$ cat config.mk
export PLATFORM = sky130hd
export DESIGN_NAME = physical_physical_random_source_health_gate
export DESIGN_NICKNAME = d
export VERILOG_FILES = /design/src/physical_random_source_gate_pkg.sv /design/src/physical_physical_random_source_health_gate.sv
export SDC_FILE = /design/constraint.sdc
export NUM_CORES = 1
export LEC_CHECK = 0
export BUFFER_PORTS_ARGS = -buffer_cell sky130_fd_sc_hd__buf_2
export CAP_MARGIN = 15
export CORE_MARGIN = 3
export CORE_UTILIZATION = 30
export CTS_BUF_LIST = sky130_fd_sc_hd__clkbuf_4
export DETAILED_ROUTE_END_ITERATION = 7
export GPL_TIMING_DRIVEN = 0
export PLACE_DENSITY = 0.49
export SYNTH_ARGS = -nofsm -noshare
export SYNTH_HDL_FRONTEND = slang
export SYNTH_SLANG_ARGS = --single-unit
$ cat constraint.sdc
create_clock -name clk_i -period 2.61 [get_ports clk_i]
set_input_delay 0.522 -clock clk_i [delete_from_list [all_inputs] [get_ports clk_i]]
set_output_delay 0.522 -clock clk_i [all_outputs]
set_load 0.01 [all_outputs]
$ cat src/physical_random_source_gate_pkg.sv
// Constants and types of the random source health gate
package physical_random_source_gate_pkg;
   localparam int unsigned REP_LIMIT = 32;
   localparam int unsigned WIN_BITS = 1024;
   localparam int unsigned ONES_MIN = 432;
   localparam int unsigned ONES_MAX = 592;
   localparam int unsigned STARTUP_WINDOWS = 2;
   localparam int unsigned CNT_W = 11;
   localparam int unsigned REP_W = 6;
   localparam logic [4:0] WORD_BITS_8 = 5'h08;
   localparam logic [4:0] WORD_BITS_16 = 5'h10;

   typedef enum logic [1:0] {ST_STARTUP, ST_RUN, ST_FAILED} gate_state_t;

   typedef struct packed {
      gate_state_t st;
      logic [1:0] win_done;
      logic [CNT_W-1:0] win_cnt;
      logic [CNT_W-1:0] ones_cnt;
      logic [REP_W-1:0] rep_cnt;
      logic last_bit;
      logic have_last;
      logic [15:0] shreg;
      logic [4:0] fill;
      logic [15:0] word;
      logic word_valid;
      logic total_fail;
      logic stat_defect;
      logic fault_evt;
   } gate_regs_t;
endpackage : physical_random_source_gate_pkg

$ cat src/physical_physical_random_source_health_gate.sv
// Health-gated collector turning raw entropy bits into 8 or 16 bit words
`timescale 1ns/1ns
`default_nettype none
module physical_physical_random_source_health_gate
   import physical_random_source_gate_pkg::*;
(
   input wire logic clk_i,
   input wire logic sys_rst_i,
   input wire logic raw_bit_i,
   input wire logic raw_valid_i,
   input wire logic wide_word_i,
   input wire logic word_ready_i,
   output logic [15:0] word_o,
   output logic word_valid_o,
   output logic total_fail_o,
   output logic stat_defect_o,
   output logic fault_evt_o,
   output logic healthy_o
);
   gate_regs_t r;
   gate_regs_t next_r;
   logic raw_s1;
   logic raw_s2;
   logic vld_s1;
   logic vld_s2;

   // Raw source is asynchronous analog logic
   always_ff @(posedge clk_i) begin
      raw_s1 <= raw_bit_i;
      raw_s2 <= raw_s1;
      vld_s1 <= raw_valid_i;
      vld_s2 <= vld_s1;
   end

   // Window verdict: the ones count must sit inside the monobit bounds
   function automatic logic count_ok(input logic [CNT_W-1:0] count);
      return (count >= CNT_W'(ONES_MIN)) && (count <= CNT_W'(ONES_MAX));
   endfunction : count_ok

   // Byte words keep the newest eight bits and clear the upper byte
   function automatic logic [15:0] shape_word(input logic wide, input logic [15:0] bits);
      return wide ? bits : {8'h00, bits[7:0]};
   endfunction : shape_word

   always_comb begin
      logic same;
      logic [4:0] need;
      logic [CNT_W-1:0] ones_total;
      same = 1'b0;
      ones_total = '0;
      need = wide_word_i ? WORD_BITS_16 : WORD_BITS_8;
      next_r = r;
      next_r.fault_evt = 1'b0;
      if (r.word_valid && word_ready_i) begin
         next_r.word_valid = 1'b0;
      end
      if (vld_s2 && r.st != ST_FAILED) begin
         // Stuck source shows as a long run of equal bits
         same = r.have_last && (raw_s2 == r.last_bit);
         next_r.rep_cnt = same ? r.rep_cnt + 1'b1 : '0;
         next_r.last_bit = raw_s2;
         next_r.have_last = 1'b1;
         if (same && r.rep_cnt == REP_W'(REP_LIMIT - 2)) begin
            next_r.total_fail = 1'b1;
            next_r.st = ST_FAILED;
            next_r.fault_evt = 1'b1;
         end
         // Judge the window on the count that includes this bit, not the cleared one
         ones_total = r.ones_cnt + CNT_W'(raw_s2);
         next_r.ones_cnt = ones_total;
         next_r.win_cnt = r.win_cnt + 1'b1;
         if (r.win_cnt == CNT_W'(WIN_BITS - 1)) begin
            next_r.win_cnt = '0;
            next_r.ones_cnt = '0;
            if (!count_ok(ones_total)) begin
               next_r.stat_defect = 1'b1;
               next_r.st = ST_FAILED;
               next_r.fault_evt = 1'b1;
            end else if (r.st == ST_STARTUP) begin
               next_r.win_done = r.win_done + 1'b1;
               if (r.win_done == 2'(STARTUP_WINDOWS - 1)) begin
                  next_r.st = ST_RUN;
               end
            end
         end
         // Collect bits; they are only released in ST_RUN, after the start-up windows pass
         next_r.shreg = {r.shreg[14:0], raw_s2};
         next_r.fill = r.fill + 1'b1;
         if (r.fill + 1'b1 >= need) begin
            next_r.fill = '0;
            if (next_r.st == ST_RUN && !next_r.word_valid) begin
               next_r.word = shape_word(wide_word_i, next_r.shreg);
               next_r.word_valid = 1'b1;
            end
         end
      end
      if (next_r.st == ST_FAILED) begin
         next_r.word_valid = 1'b0;
      end
   end

   always_ff @(posedge clk_i) begin
      if (sys_rst_i) begin
         r <= '0;
         r.st <= ST_STARTUP;
      end else begin
         r <= next_r;
      end
   end

   assign word_o = r.word;
   assign word_valid_o = r.word_valid;
   assign total_fail_o = r.total_fail;
   assign stat_defect_o = r.stat_defect;
   assign fault_evt_o = r.fault_evt;
   assign healthy_o = (r.st == ST_RUN);

   // Output gating
   a_no_word_failed: assert property (
      @(posedge clk_i) disable iff (sys_rst_i)
      (total_fail_o || stat_defect_o) |-> !word_valid_o)
      else $error("word offered after fault");

   a_no_word_startup: assert property (
      @(posedge clk_i) disable iff (sys_rst_i)
      (r.st == ST_STARTUP) |-> !word_valid_o)
      else $error("word offered before start-up test");

   a_healthy_clean: assert property (
      @(posedge clk_i) disable iff (sys_rst_i)
      healthy_o |-> !total_fail_o && !stat_defect_o)
      else $error("healthy while a fault stands");

   a_run_entry: assert property (
      @(posedge clk_i) disable iff (sys_rst_i)
      $rose(healthy_o) |-> $past(r.st == ST_STARTUP))
      else $error("run state entered from wrong state");

   a_startup_windows: assert property (
      @(posedge clk_i) disable iff (sys_rst_i)
      $rose(healthy_o) |-> $past(r.win_cnt) == CNT_W'(WIN_BITS - 1))
      else $error("run state entered off a window boundary");

   // Fault flags are sticky until reset
   a_fail_sticky: assert property (
      @(posedge clk_i) disable iff (sys_rst_i)
      total_fail_o |=> total_fail_o)
      else $error("total failure flag cleared");

   a_defect_sticky: assert property (
      @(posedge clk_i) disable iff (sys_rst_i)
      stat_defect_o |=> stat_defect_o && !healthy_o)
      else $error("defect flag cleared");

   a_fail_final: assert property (
      @(posedge clk_i) disable iff (sys_rst_i)
      total_fail_o |-> !healthy_o)
      else $error("healthy after total failure");

   a_state_final: assert property (
      @(posedge clk_i) disable iff (sys_rst_i)
      (r.st == ST_FAILED) |=> (r.st == ST_FAILED))
      else $error("failed state left without reset");

   // Event pulse
   a_fault_event: assert property (
      @(posedge clk_i) disable iff (sys_rst_i)
      fault_evt_o |-> (total_fail_o || stat_defect_o) && !$past(r.st == ST_FAILED))
      else $error("fault event without new fault");

   a_evt_single: assert property (
      @(posedge clk_i) disable iff (sys_rst_i)
      fault_evt_o |=> !fault_evt_o)
      else $error("fault event longer than one cycle");

   a_fail_event: assert property (
      @(posedge clk_i) disable iff (sys_rst_i)
      $rose(total_fail_o) |-> fault_evt_o)
      else $error("total failure without event");

   a_defect_event: assert property (
      @(posedge clk_i) disable iff (sys_rst_i)
      $rose(stat_defect_o) |-> fault_evt_o)
      else $error("defect without event");

   // Word handshake
   a_fail_kills_word: assert property (
      @(posedge clk_i) disable iff (sys_rst_i)
      $rose(total_fail_o) |-> !word_valid_o ##1 !word_valid_o)
      else $error("word survived total failure");

   a_word_hold: assert property (
      @(posedge clk_i) disable iff (sys_rst_i)
      word_valid_o && !word_ready_i && healthy_o |=> (word_valid_o && $stable(word_o)) || !healthy_o)
      else $error("waiting word changed or vanished");

   a_ready_clears: assert property (
      @(posedge clk_i) disable iff (sys_rst_i)
      word_valid_o && word_ready_i && !vld_s2 |=> !word_valid_o)
      else $error("accepted word still offered");

   a_byte_mode: assert property (
      @(posedge clk_i) disable iff (sys_rst_i)
      $rose(word_valid_o) && !$past(wide_word_i) |-> word_o[15:8] == 8'h00)
      else $error("byte word has upper bits set");

   a_byte_fill: assert property (
      @(posedge clk_i) disable iff (sys_rst_i)
      vld_s2 && healthy_o && !wide_word_i && r.fill == 5'h07 && !word_valid_o
      |=> word_valid_o || !healthy_o)
      else $error("full byte not offered");

   a_fill_bound: assert property (
      @(posedge clk_i) disable iff (sys_rst_i)
      r.fill < WORD_BITS_16)
      else $error("bit fill counter overran");

   // Health counters
   a_stuck_caught: assert property (
      @(posedge clk_i) disable iff (sys_rst_i)
      (r.rep_cnt == REP_W'(REP_LIMIT - 2) && vld_s2 && raw_s2 == r.last_bit
       && r.st != ST_FAILED) |=> total_fail_o)
      else $error("stuck source not flagged");

   a_rep_restart: assert property (
      @(posedge clk_i) disable iff (sys_rst_i)
      vld_s2 && healthy_o && r.have_last && raw_s2 != r.last_bit |=> r.rep_cnt == '0)
      else $error("run counter not restarted");

   a_win_bound: assert property (
      @(posedge clk_i) disable iff (sys_rst_i)
      r.win_cnt < CNT_W'(WIN_BITS))
      else $error("window counter overran");

   a_ones_bound: assert property (
      @(posedge clk_i) disable iff (sys_rst_i)
      r.ones_cnt <= r.win_cnt)
      else $error("ones count above bits seen");

   // Counters only move when a synchronised bit is taken
   a_idle_hold: assert property (
      @(posedge clk_i) disable iff (sys_rst_i)
      !vld_s2 |=> $stable(r.win_cnt) && $stable(r.rep_cnt))
      else $error("counters moved without a bit");
endmodule : physical_physical_random_source_health_gate
`default_nettype wire

==> out/metrics.yaml, run 1 <==
outcome: "finished clean"
grtUsageTotal: 0.1310
synth_warnings: 0
synth_area_mm2: 0.003772
cts_made_buffers: 9
crit_cells: 11
synth-seq-cells: 77
combPwrFrac: 0.059
num_rows: 40
design_area_mm2: 0.004414
overflow: 0
rsz0062_at_grt: "no"
p_sw_uw: 523.7
synth_top_area_share: 0.4086
die_area_mm2: 0.01396
dpl_cell_area_mm2: 0.004113
ios: 27
nFillCells: 1279
place_hpwl_um: 6119
antenna_found_initial: 0
synth_cell_type_count: 52
drtIter0Drc: 113
h-tree-depth: 3
worst-setup-path-type: "reg2reg"
ys_async_sr_fraction: 0
tritoncts: "done"
fin_crit_sh: 0.9604
ys_seq_area_frac: 0.4086
hp-class: "in2reg"
power_per_cell_area_mw_per_mm2: 445.1
crit_required_ps: 2930
grt_max_degree: 13
ys_top_cells_by_count: "dfxtp_1 (77), nand2_1 (72), a21oi_1 (46)"
crit_chain: "ha_4 > ha_4 > buf_4 > nand2_1 > mux2i_1 > a31oi_1 > o22ai_4 > a21oi_4 > buf_4 > and2b_2 > o221a_2"
worst_setup_path_end_kind: "flop"
finClkSkew_ps: 26.55
fp.dieW_um: 118.1
cts.sinks: 77
r2r_cells: 11
whs_ps: 180.5
fmax_mhz: 399.0
start_util: 0.3102
antenna_left: 0
grt_pass1_wl_um: 14940
synth_nets: 465
p_leak_uw: 0.001563
crit_path_start: "r[49]"
startpoint_type: "flop"
p_clk_frac: 0.327
yosysMostFrequentCell: "dfxtp_1"
cpMaxStageDelayCell: "dfxtp_1"
setup_violations: 0
viasPerCell: 4.653
num_vias: 3113
hp-start: "raw_valid_i"
period_minus_slack_ps: 2507
reg2reg_from: "r[49]"
wl_um: 8905
cp.arrival_ps: 2830
swShare: 0.2665
p_int_uw: 1441
finalNetCount: 512
die_h_um: 118.1
clock_latency_ps: 440
regToRegSetupSlack_ps: 100
cts_hold_buf: 0
gp_congestion: 0.8311
synth_ff_type: "dfxtp_1"
core_mm2: 0.01216
route.detailed.drc: 0
tightestPinTransition_ps: 616.2
areaGrowthSynthToFinish_pct: 17.01
wl_per_cell_um: 13.31
totalNegativeSetupSlack_ps: 0
holdPathEnd: "vld_s1"
min_path_cells: 1
crit_buf_inv: 2
synth.area.top_cells: "dfxtp_1 (41%), nand2_1 (7.2%), a21oi_1 (6.1%), nand2b_1 (5.0%), mux2i_1 (4.8%)"
grt_pass1_vias: 3033
syn_inst: 449
cts_root_buf: "clkbuf_4"
io_buffers: 26
worstPathMaxFanout: 8
syn_avg_cell_area_um2: 8.402
slew_violations: 0
drv_cap: 0
finalHoldViolations: 0
critPathMaxStageDelay_ps: 400
diodes: 0
ir_worst_vdd_uv: 143.7
synth_edf_count: 0
slew_headroom: 0.5869
crit_family: "compound AO/OA/AOI/OAI gates"
drive_gt1_frac: 0.2016
worst_r2r_endpoint: "word_valid_o"
clock_path_buffers: 2
clkTransAtPathRegs_ps: 130
synth_top_area_cell: "dfxtp_1"
pwr-share-seq: 0.614
firstDrtPassIters: 4
-- how the worst max path moves through the flow --
stage | end | slack [ps]
2_1_floorplan | word_o[10] | 40
3_3_place_gp | word_o[14] | -270
3_5_place_dp | word_o[8] | -270
4_1_cts | word_o[8] | 20
5_1_grt | r[36] | 6
6_report | word_valid_o | 100
-- power groups by stage --
stage | logic [uW] | clock network [uW] | registers (uW)
finish | 115 | 643 | 1210
detailed placement | 108 | 0 | 1230
CTS | 114 | 664 | 1200
floorplan | 74.1 | 0 | 1230
global placement | 107 | 0 | 1230
global route | 130 | 708 | 1210
-- cell families after synthesis --
group           share of synthesized area
simple gates                       0.2600
xor+xnor                          0.04179
compound gates                     0.1373
fa+ha+maj                         0.03317
mux                               0.04776
flops                              0.4086
buf+inv                           0.07131
-- cell usage in the layout (no fill, tap or decap), types with 3 or more instances in the layout --
| cell type | netlist | final |
|---|---|---|
| buf_2 | 4 | 29 |
| a31oi_1 | 4 | 4 |
| nand4_1 | 12 | 12 |
| a211oi_1 | 3 | 3 |
| mux2i_1 | 18 | 18 |
| nand2b_1 | 30 | 30 |
| o21ai_0 | 13 | 13 |
| nand2_1 | 72 | 71 |
| xor2_1 | 12 | 12 |
| clkbuf_1 | 15 | 14 |
| or3_1 | 8 | 8 |
| nor3b_1 | 3 | 3 |
| clkbuf_4 | 0 | 11 |
| buf_4 | 17 | 26 |
| ha_1 | 10 | 8 |
| inv_1 | 7 | 7 |
| nor3_1 | 6 | 5 |
| nand3_1 | 15 | 14 |
| dfxtp_1 | 77 | 74 |
| nor2_1 | 31 | 30 |
| a21oi_1 | 46 | 45 |
| xnor2_1 | 6 | 6 |
-- registers in the layout (all words and copies together) (netlist names) --
register,flops
raw_s2,1
total_fail_o,1
vld_s1,1
word_o,16
stat_defect_o,1
fault_evt_o,1
r,53
raw_s1,1
vld_s2,1
word_valid_o,1
-- metal layers --
layer	vias up	part of all wire	GRT usage	routed length, um
met5	-	0	0	0
met4	0	0.018	0.05421	156
met3	10	0.030	0.02440	267
met2	36	0.46	0.2136	4128
met1	1446	0.49	0.1702	4353
li1	1621	-	-	-
-- per-stage QoR --
step	total power (uW)	setup slack [ps]	instances	utilization
floorplan	1302	43.00	449	-
global placement	1339	-265.7	643	0.3382
detailed placement	1340	-272.2	643	0.3382
CTS	1982	21.08	666	0.3579
global route	2048	5.558	669	0.3630
finish	1965	103.4	669	0.3630
-- area by class of cell --
class	instances	area, um2	area share
Inverter	7	26.28	0.005952
Tap cell	168	210.2	0.04762
Timing Repair Buffer	38	256.5	0.05811
Multi-Input combinational cell	325	2029	0.4598
Sequential cell	77	1548	0.3506
Clock inverter	5	27.53	0.006236
Clock buffer	11	82.58	0.01871
Buffer	38	234.0	0.05300
-- timing repair --
| item | in CTS | in global routing |
|---|---|---|
| resized for setup | 9 | 10 |
| endpoints found under the setup margin | 20 | 21 |
| pin swaps | 4 | 6 |
| gates cloned | 1 | 0 |
| setup buffers | 7 | 4 |
No activity file was read; power rests on OpenSTA's default activity.
==> run 2: changes to the inputs <==
--- a/config.mk
+++ b/config.mk
@@ -8,11 +8,11 @@
 export BUFFER_PORTS_ARGS = -buffer_cell sky130_fd_sc_hd__buf_2
 export CAP_MARGIN = 15
 export CORE_MARGIN = 3
-export CORE_UTILIZATION = 30
+export CORE_UTILIZATION = 50
 export CTS_BUF_LIST = sky130_fd_sc_hd__clkbuf_4
 export DETAILED_ROUTE_END_ITERATION = 7
 export GPL_TIMING_DRIVEN = 0
-export PLACE_DENSITY = 0.49
+export PLACE_DENSITY = 0.73
 export SYNTH_ARGS = -nofsm -noshare
 export SYNTH_HDL_FRONTEND = slang
 export SYNTH_SLANG_ARGS = --single-unit
==> run 2 against run 1 <==
Count of clock-buffer cells in the layout is 2 lower. Register-to-register slack hardly changed. Sequential power hardly changed. Wire length is 11% lower. Hold slack better by 4.7 ps. Non-clock buffer count down 6. Global-route usage is 6.1 points higher. Total power rose by 6.3%. Largest cell class unchanged.
==> out/metrics.yaml, run 2 (same netlist as run 1, synthesis figures left out) <==
period_minus_slack_ps: 2493  # -13.84 ps
setup_violations: 0  # unchanged
final_cell_mix: "dfxtp_1 (76), nand2_1 (72), a21oi_1 (45)"
ir_worst_vdd_uv: 199.8  # +39%
hp-start: "raw_bit_i"
worst-setup-path-type: "reg2reg"
drv_cap: 0  # unchanged
grtUsageTotal: 0.1925  # +0.06145
finalNetCount: 506  # -1.2%
largest_register_ffs: 53  # unchanged
top_register: "r"
antenna_found_initial: 0  # unchanged
gp_congestion: 0.9153  # +10%
fmax_mhz: 401.2  # +0.56%
nFillCells: 670  # -48%
num_vias: 3175  # +2.0%
final_common_cell: "dfxtp_1"
cts_root_buf: "clkbuf_4"
clock_latency_ps: 440  # about the same
worst_r2r_endpoint: "word_o[14]"
die_h_um: 92.86  # -21%
grt_pass1_wl_um: 13360  # -11%
setup_slack_ps: 117.3  # +13.84 ps
drive_gt1_frac: 0.1818  # -0.01978
areaGrowthSynthToFinish_pct: 13.10
regToRegSetupSlack_ps: 120  # about the same
route.detailed.drc: 0  # unchanged
diodes: 0  # unchanged
core_mm2: 0.007292  # -40%
wl_um: 7944  # -11%
antenna_left: 0  # unchanged
wl_per_cell_um: 13.37  # +0.47%
h-tree-depth: 3  # unchanged
ios: 27  # unchanged
cp.arrival_ps: 2860  # +30 ps
seq_area_mm2: 0.001545  # -0.16%
clkTransAtPathRegs_ps: 140  # about the same
num_rows: 31  # -23%
viasPerCell: 5.345  # +15%
slew_violations: 0  # unchanged
startpoint_type: "flop"
reg2reg_from: "raw_s2"
grt_pass1_vias: 2933  # -3.3%
post-place-ws_ps: -274.8  # -2.544 ps
tritoncts: "done"
overflow: 0  # unchanged
finalHoldViolations: 0  # unchanged
grt_max_degree: 16  # +3
drtIter0Drc: 180  # +59%
holdPathEnd: "raw_s1"
finClkSkew_ps: 19.63  # -6.920 ps
place_hpwl_um: 5643  # -7.8%
outcome: "finished clean"
clock_path_buffers: 2  # unchanged
r2r_cells: 9  # -2
io_buffers: 26  # unchanged
die_area_mm2: 0.008623  # -38%
cts_made_buffers: 9  # unchanged
whs_ps: 185.3  # +4.742 ps
start_util: 0.5173  # +0.2071
rsz0062_at_grt: "no"
p_leak_uw: 0.001530  # -2.1%
fin_crit_sh: 0.9551  # -0.005304
fp.dieW_um: 92.86  # -21%
cts.sinks: 77  # unchanged
worst_setup_path_end_kind: "flop"
worstPathMaxFanout: 10  # +2
tightestPinTransition_ps: 922.6  # +306.4 ps
multi_input_area_mm2: 0.002012  # -0.86%
slew_headroom: 0.3762  # -0.2107
hp-class: "in2reg"
crit_required_ps: 2970  # +40 ps
power_per_cell_area_mw_per_mm2: 489.5  # +10%
min_path_cells: 1  # unchanged
firstDrtPassIters: 4  # unchanged
## run 2: what timing repair did
action	4_1_cts	5_1_grt
endpoints found under the setup margin	19	21
pin swaps	3	4
hold buffers	0	0
buffers inserted	2	3
resized for setup	5	8
## run 2: how the worst max path moves through the flow
stage          startpoint          to  cells past startpoint
6_report           raw_s2  word_o[14]                      9
5_1_grt            raw_s2   word_o[1]                      9
4_1_cts            raw_s2       r[74]                     10
3_5_place_dp       raw_s2  word_o[14]                     10
3_3_place_gp       raw_s2  word_o[14]                     10
2_1_floorplan      raw_s2  word_o[10]                     10
## run 2: cell type report
cell class                      instances  share of cell area
Multi-Input combinational cell        325              0.4716
Sequential cell                        77              0.3622
Buffer                                 39             0.05572
Timing Repair Buffer                   31             0.04018
Tap cell                               99             0.02903
Clock inverter                          7             0.01935
Clock buffer                            9             0.01584
Inverter                                7            0.006158
## run 2: routing by layer
layer / vias to the layer above / routed length, um / track usage
met4: 0 / 142 / 0.08303
met3: 10 / 329 / 0.04143
li1: 1612 / - / -
met5: - / 0 / 0
met2: 54 / 3812 / 0.3233
met1: 1499 / 3658 / 0.2366
## run 2: critical path, stage by stage, from the launching register on
cell and delay, ps:
dfxtp_4 380, ha_4 180, ha_4 160, or4_1 510
a311o_1 360, o22ai_4 190, a21oi_4 120, nor2_8 150
buf_12 150, mux2i_1 210
## run 2: through the flow
step / power (uW) / cell area, um2 / std cells / TNS, ps / util
after global placement: 1334 / 4026 / 574 / -2496 / 0.5522
after CTS: 2101 / 4209 / 592 / -8.530 / 0.5772
after floorplan: 1302 / 3772 / 449 / 0 / -
final: 2089 / 4267 / 594 / 0 / 0.5851
after global routing: 2170 / 4267 / 594 / 0 / 0.5851
after detailed placement: 1337 / 4026 / 574 / -3186 / 0.5522
## run 2: power breakdown
group / switching, uW / total, uW / internal, uW
Sequential: 15.9 / 1210 / 1190
Clock: 463 / 769 / 306
Combinational: 71.9 / 113 / 41.1
